$ cat config.mk
export PLATFORM = sky130hd
export DESIGN_NAME = slc_link_control
export DESIGN_NICKNAME = d
export VERILOG_FILES = /design/src/slc_pkg.sv /design/src/slc_link_control.sv /design/src/slc_psc_decode.sv
export SDC_FILE = /design/constraint.sdc
export NUM_CORES = 1
export LEC_CHECK = 0
export ABC_AREA = 1
export BUFFER_PORTS_ARGS = -buffer_cell sky130_fd_sc_hd__buf_2
export CORE_ASPECT_RATIO = 1.2
export CORE_MARGIN = 2
export CORE_UTILIZATION = 33
export DETAILED_ROUTE_END_ITERATION = 16
export MAX_ROUTING_LAYER = met4
export PLACE_DENSITY = 0.79
export SYNTH_ARGS = -nofsm -noshare
export SYNTH_HDL_FRONTEND = slang
export SYNTH_SLANG_ARGS = --single-unit
$ cat constraint.sdc
create_clock -name clk -period 1.2 [get_ports clk]
set_input_delay 0.12 -clock clk [delete_from_list [all_inputs] [get_ports clk]]
set_output_delay 0.12 -clock clk [all_outputs]
set_load 0.03 [all_outputs]
$ cat src/slc_pkg.sv
// Purpose: Constants for the link control register block.
// Assumes: Configuration space access over a 16-bit register window.
// Notes:   Offsets are byte addresses in configuration space.
package slc_pkg;

  // ---------------------------------------------------------------------
  // Offsets
  // ---------------------------------------------------------------------
  localparam logic [7:0] SLC_LINK_CONTROL_OFS = 8'h80;
  localparam logic [7:0] SLC_GEN_CONTROL_OFS  = 8'hD4;

  // ---------------------------------------------------------------------
  // Field positions
  // ---------------------------------------------------------------------
  localparam int SLC_POS_AUTO_BW_IRQ   = 11;
  localparam int SLC_POS_BW_MGMT_IRQ   = 10;
  localparam int SLC_POS_AUTO_WIDTH    = 9;
  localparam int SLC_POS_CLK_PWR       = 8;
  localparam int SLC_POS_EXT_SYNC      = 7;
  localparam int SLC_POS_COMMON_CLK    = 6;
  localparam int SLC_POS_RETRAIN       = 5;
  localparam int SLC_POS_LINK_DISABLE  = 4;
  localparam int SLC_POS_COMPL_BOUND   = 3;
  localparam int SLC_POS_RSVD2         = 2;
  localparam int SLC_POS_PSC_HI        = 1;
  localparam int SLC_POS_PSC_LO        = 0;
  localparam int SLC_POS_GEN_CLK_PWR   = 23;
  localparam int SLC_POS_GEN_PSC_HI    = 29;
  localparam int SLC_POS_GEN_PSC_LO    = 28;

  // ---------------------------------------------------------------------
  // Masks and reset values
  // ---------------------------------------------------------------------
  localparam logic [15:0] SLC_WRITE_MASK   = 16'h01CB;
  localparam logic        SLC_CLK_PWR_RST  = 1'h0;
  localparam logic        SLC_EXT_SYNC_RST = 1'h0;
  localparam logic        SLC_COMMON_RST   = 1'h0;
  localparam logic        SLC_BOUND_RST    = 1'h0;

  // ---------------------------------------------------------------------
  // Exit latency codes and completion boundary
  // ---------------------------------------------------------------------
  localparam logic [2:0] SLC_L0S_LAT_COMMON = 3'h3;
  localparam logic [2:0] SLC_L0S_LAT_ASYNC  = 3'h4;
  localparam int         SLC_OWN_BOUNDARY_BYTES = 128;

  typedef enum logic [1:0] {
    SLC_PSC_OFF  = 2'b00,
    SLC_PSC_L0S  = 2'b01,
    SLC_PSC_L1   = 2'b10,
    SLC_PSC_BOTH = 2'b11
  } slc_psc_t;

endpackage

$ cat src/slc_link_control.sv
// Purpose: Link control register of the serial link bridge.
// Assumes: Config write and read strobes are one-cycle pulses on clk.
// Notes:   Two fields take their reset value from the general control
//          register, which lives outside this block.
`timescale 1ns/1ps

// Function
// - Bits 15:12 read zero, writes ignored.
// - Bits 11, 10, 9 held at zero.
// - Clock power off keeps clock request low.
// - Clock power enable loads from general control.
// - Extended sync lengthens FTS, adds TS2.
// - Common clock bit selects reported exit latency.
// - Retrain and disable read zero, no action.
// - Boundary bit stored; own boundary stays 128.
// - Bit 2 reads zero, writes ignored.
// - Power state field decodes L0s/L1 permits.
// - Power state field loads from general control.
// - L0s latency 011b common, 100b asynchronous.
module slc_link_control
  import slc_pkg::*;
(
  // Clock and reset
  input  wire logic        clk,
  input  wire logic        rst,
  // Configuration access
  input  wire logic [7:0]  cfg_addr,
  input  wire logic        cfg_wr,
  input  wire logic        cfg_rd,
  input  wire logic [1:0]  cfg_be,
  input  wire logic [15:0] cfg_wdata,
  output logic [15:0]      cfg_rdata,
  output logic             cfg_hit,
  // General control defaults
  input  wire logic [31:0] gen_control,
  // Link side
  input  wire logic        link_idle,
  output logic             clk_req_n_out,
  output logic             ext_sync,
  output logic             l0s_permit,
  output logic             l1_permit,
  output logic [2:0]       l0s_exit_latency,
  output logic             common_clock,
  output logic             own_boundary_128
);

  // ---------------------------------------------------------------------
  // Register state
  // ---------------------------------------------------------------------
  logic       clk_pwr_r,   clk_pwr_nxt;
  logic       ext_sync_r,  ext_sync_nxt;
  logic       common_r,    common_nxt;
  logic       bound_r,     bound_nxt;
  logic [1:0] psc_r,       psc_nxt;
  logic       load_def_r,  load_def_nxt;
  logic [15:0] rdata_r,    rdata_nxt;
  logic       clk_req_r,   clk_req_nxt;
  logic       sel;
  logic [15:0] wmask;
  logic [15:0] cur;

  assign sel   = (cfg_addr == SLC_LINK_CONTROL_OFS);
  assign wmask = {{8{cfg_be[1]}}, {8{cfg_be[0]}}} & SLC_WRITE_MASK;

  // Current image; fixed-zero bits never get a flip-flop.
  always_comb begin
    cur = 16'h0000;
    cur[SLC_POS_CLK_PWR]     = clk_pwr_r;
    cur[SLC_POS_EXT_SYNC]    = ext_sync_r;
    cur[SLC_POS_COMMON_CLK]  = common_r;
    cur[SLC_POS_COMPL_BOUND] = bound_r;
    cur[SLC_POS_PSC_HI:SLC_POS_PSC_LO] = psc_r;
  end

  // ---------------------------------------------------------------------
  // Next-state logic
  // ---------------------------------------------------------------------
  always_comb begin
    clk_pwr_nxt  = clk_pwr_r;
    ext_sync_nxt = ext_sync_r;
    common_nxt   = common_r;
    bound_nxt    = bound_r;
    psc_nxt      = psc_r;
    load_def_nxt = 1'b0;
    rdata_nxt    = rdata_r;
    if (load_def_r) begin
      // Defaults are taken one cycle after reset release so no port is
      // sampled under reset.
      clk_pwr_nxt = gen_control[SLC_POS_GEN_CLK_PWR];
      psc_nxt = gen_control[SLC_POS_GEN_PSC_HI:SLC_POS_GEN_PSC_LO];
    end
    if (sel && cfg_wr) begin
      if (wmask[SLC_POS_CLK_PWR]) begin
        clk_pwr_nxt = cfg_wdata[SLC_POS_CLK_PWR];
      end
      if (wmask[SLC_POS_EXT_SYNC]) begin
        ext_sync_nxt = cfg_wdata[SLC_POS_EXT_SYNC];
      end
      if (wmask[SLC_POS_COMMON_CLK]) begin
        common_nxt = cfg_wdata[SLC_POS_COMMON_CLK];
      end
      if (wmask[SLC_POS_COMPL_BOUND]) begin
        bound_nxt = cfg_wdata[SLC_POS_COMPL_BOUND];
      end
      if (wmask[SLC_POS_PSC_LO]) begin
        psc_nxt = cfg_wdata[SLC_POS_PSC_HI:SLC_POS_PSC_LO];
      end
    end
    if (sel && cfg_rd) begin
      rdata_nxt = cur;
    end
  end

  always_ff @(posedge clk) begin
    if (rst) begin
      clk_pwr_r  <= SLC_CLK_PWR_RST;
      ext_sync_r <= SLC_EXT_SYNC_RST;
      common_r   <= SLC_COMMON_RST;
      bound_r    <= SLC_BOUND_RST;
      psc_r      <= SLC_PSC_OFF;
      load_def_r <= 1'b1;
      rdata_r    <= 16'h0000;
    end else begin
      clk_pwr_r  <= clk_pwr_nxt;
      ext_sync_r <= ext_sync_nxt;
      common_r   <= common_nxt;
      bound_r    <= bound_nxt;
      psc_r      <= psc_nxt;
      load_def_r <= load_def_nxt;
      rdata_r    <= rdata_nxt;
    end
  end

  // ---------------------------------------------------------------------
  // Clock request
  // ---------------------------------------------------------------------
  // Request is released only in the cycle after enable and link idle are both seen.
  always_comb begin
    clk_req_nxt = 1'b0;
    if (clk_pwr_r && link_idle) begin
      clk_req_nxt = 1'b1;
    end
  end

  always_ff @(posedge clk) begin
    if (rst) begin
      clk_req_r <= 1'b0;
    end else begin
      clk_req_r <= clk_req_nxt;
    end
  end

  // ---------------------------------------------------------------------
  // Outputs
  // ---------------------------------------------------------------------
  slc_psc_decode u_psc (
    .psc        (psc_r),
    .l0s_permit (l0s_permit),
    .l1_permit  (l1_permit)
  );

  assign cfg_rdata        = rdata_r;
  assign cfg_hit          = sel & (cfg_wr | cfg_rd);
  assign clk_req_n_out    = clk_req_r;
  assign ext_sync         = ext_sync_r;
  assign common_clock     = common_r;
  assign l0s_exit_latency = common_r ? SLC_L0S_LAT_COMMON
                                     : SLC_L0S_LAT_ASYNC;
  // The stored boundary is only a hint from the far end.
  assign own_boundary_128 = 1'b1;

endmodule

$ cat src/slc_psc_decode.sv
// Purpose: Decodes the power state control field into entry permits.
// Assumes: Field value comes from the register flip-flops.
// Notes:   Purely combinational.
`timescale 1ns/1ps
module slc_psc_decode
  import slc_pkg::*;
(
  // Field
  input  wire logic [1:0] psc,
  // Permits
  output logic            l0s_permit,
  output logic            l1_permit
);

  always_comb begin
    l0s_permit = 1'b0;
    l1_permit  = 1'b0;
    unique case (slc_psc_t'(psc))
      SLC_PSC_OFF: begin
      end
      SLC_PSC_L0S: begin
        l0s_permit = 1'b1;
      end
      SLC_PSC_L1: begin
        l1_permit = 1'b1;
      end
      SLC_PSC_BOTH: begin
        l0s_permit = 1'b1;
        l1_permit  = 1'b1;
      end
    endcase
  end

endmodule

==> run summary <==
worst hold path type - input port to flip-flop
Power Dens Cells - 982 nW/um2
diode count - 0
Synth top area share - 0.362
Final min period - 1.09 ns
unrepaired setup endpoints after global routing - no
Leakage - 0.546 nW
CP arrival - 0.97 ns
Root Buffer - clkbuf_4
initial antenna violation count - 0
worst skew pair latency - 0.28 ns
Initial Util - 0.343
Mean Syn Cell Area - 6.56 um2
Std-Cell Rows - 19
Max Cap Viol - 0
First DRT Iteration DRCs - 12
Die Area - 2750 um2
Critical Path End Type - primary output
Fin. Hold Viols - 0
min-delay src - link_idle
top_reg_cell synth - dfxtp_1
placer congestion estimate - 0.765
TNS Setup - 0 ns
ys async rst share - 0
Post-DRT Antenna Nets - 0
DRT Wirelength - 1.47 mm
core footprint - 2260 um2
width of the die - 48.2 um
post-DP HPWL - 1.20 mm
largest area contributor in the netlist - dfxtp_1
Routed wire per std cell - 7.87 um
vias in the first global route - 633
status - finished, final reports clean
Slew Limit Fails - 0
Die Span Y - 57.1 um
GRT Total Usage - 0.128
Synth Cell Area - 774 um2
layout cells sized above 1 - 0.327
Hold Buf Count CTS - 0
CP startpoint kind - input port
CP peak stage delay - 0.20 ns
Fmax - 920 MHz
worst r2r path cells - 7
Seq/Total Area, Yosys - 0.362
GRT overflow - 0
RR Startpoint - load_def_r
Bufs and invs on worst path - 2
final worst path period share - 0.906
Port Buffers - 38
Non-Filler Instances - 187
top cells by area, synth - dfxtp_1, nand2_1, buf_4, inv_1, nand3_1
H-tree Lvls - 1
Critical Path Slowest Stage Cell - nor2_4
Avg Vias per Cell - 4.04
TritonCTS clock tree - built
Hold Crit Endpoint - clk_req_n_out
CP Cell Sequence - buf_2 -> nor2_2 -> nand2_2 -> nor2_4 -> nand2_1 -> nand2_1 -> buf_2
DP Area - 950 um2
Post-synth EDFFs - 0
# DRC - 0
clk buf depth - 2
Worst path top cell family by delay - simple AND/OR/NAND/NOR gates
design area - 986 um2
fin nets - 220
library cells used by synthesis - 15
TritonRoute pass-1 iters - 4
fin util - 0.437
Synth Register Bits - 14
Area Overhead vs Synth - 27.3%
Worst Skew - 0.000438 ns
crit path kind - input port to primary output
cts repair resizes - 0
Worst-path clk slew - 0.08 ns
pin count of the biggest net entering global routing - 13
worst r2r dst - psc_r[0]
cell with the most instances after synthesis - nand2_1
CTS sink count - 14
post-CTS setup repair buffer count - 0
Final setup viols - 0
post-route total power - 968 uW
first-pass GRT wire length - 2.41 mm
Worst EP required - 1.08 ns
Inst Count DP - 183
Yosys Warn Count - 0
number of I/O pins - 89
CTS Buf Count - 3
Mapped Cells - 118
R2R Setup Slk - 0.31 ns
CP Max Fanout - 9
Post-synth top cells - nand2_1, dfxtp_1, inv_1, buf_4, nand3_1
total number of vias - 756
worst vdd ir - 0.340 mV
hold depth - 3
routing by layer:
metal	global-route usage	vias up	part of all wire
met5	-	-	0
met1	0.152	304	0.42
met3	0.00949	4	0.090
met4	0.116	0	0.044
li1	-	411	-
met2	0.180	37	0.44
worst max-delay path by stage:
stage,startpoint,depth (start not counted),endpoint,slack (ns)
finish,cfg_addr[1],7,cfg_hit,0.11
global route,cfg_addr[1],7,cfg_hit,0.003
CTS,cfg_addr[1],7,cfg_hit,0.1
detailed placement,cfg_addr[1],7,cfg_hit,0.1
global placement,cfg_addr[1],7,cfg_hit,0.10
floorplan,common_clock,4,common_clock,0.14
sequential cells by signal (all words and copies together) (netlist names):
name           cells
bound_r            1
cfg_rdata          6
clk_pwr_r          1
clk_req_n_out      1
common_clock       1
ext_sync           1
load_def_r         1
psc_r              2
final cells by class:
type | count | area (um2)
multi-input combinational | 81 | 350
inverter | 14 | 52.6
tap | 31 | 38.8
sequential | 14 | 280
timing repair buffer | 43 | 228
fill | 259 | 1270
clock buffer | 4 | 36.3
cells in the final DEF (no fill, tap or decap), drive strengths merged:
cell and instances:
buf 43, nand2 39, inv 14, dfxtp 14, conb 11, nand3 10, a21oi 9, nor2 9
clkbuf 4, nand4 3
tightest hold or removal path: cells and delay by family:
family	cells	cell delay, ns
simple gates	2	0.08
buf+inv	1	0.10
kinds of logic (layout without fill, tap and decap cells):
family / count (synthesis) / in the layout / synth area share
and+or+nand+nor: 61 / 61 / 0.341
buffers and inverters: 32 / 61 / 0.229
DFF: 14 / 14 / 0.362
AOI/OAI and AO/OA: 9 / 9 / 0.0582
other: 2 / 11 / 0.00970
stage by stage:
| step | setup slack [ns] | hold WS [ns] |
|---|---|---|
| floorplan | 0.136 | 0.148 |
| global placement | 0.104 | 0.348 |
| detailed placement | 0.0975 | 0.360 |
| CTS | 0.0954 | 0.0508 |
| global route | 0.00321 | 0.0528 |
| finish | 0.113 | 0.0628 |
where the power goes:
part           internal (mW)  leakage, nW  switching (mW)
combinational         0.0472        0.411           0.106
clock                  0.185       0.0210           0.152
sequential             0.472        0.114         0.00576
total                  0.704        0.546           0.264
Power figures use the tool's default switching activity.
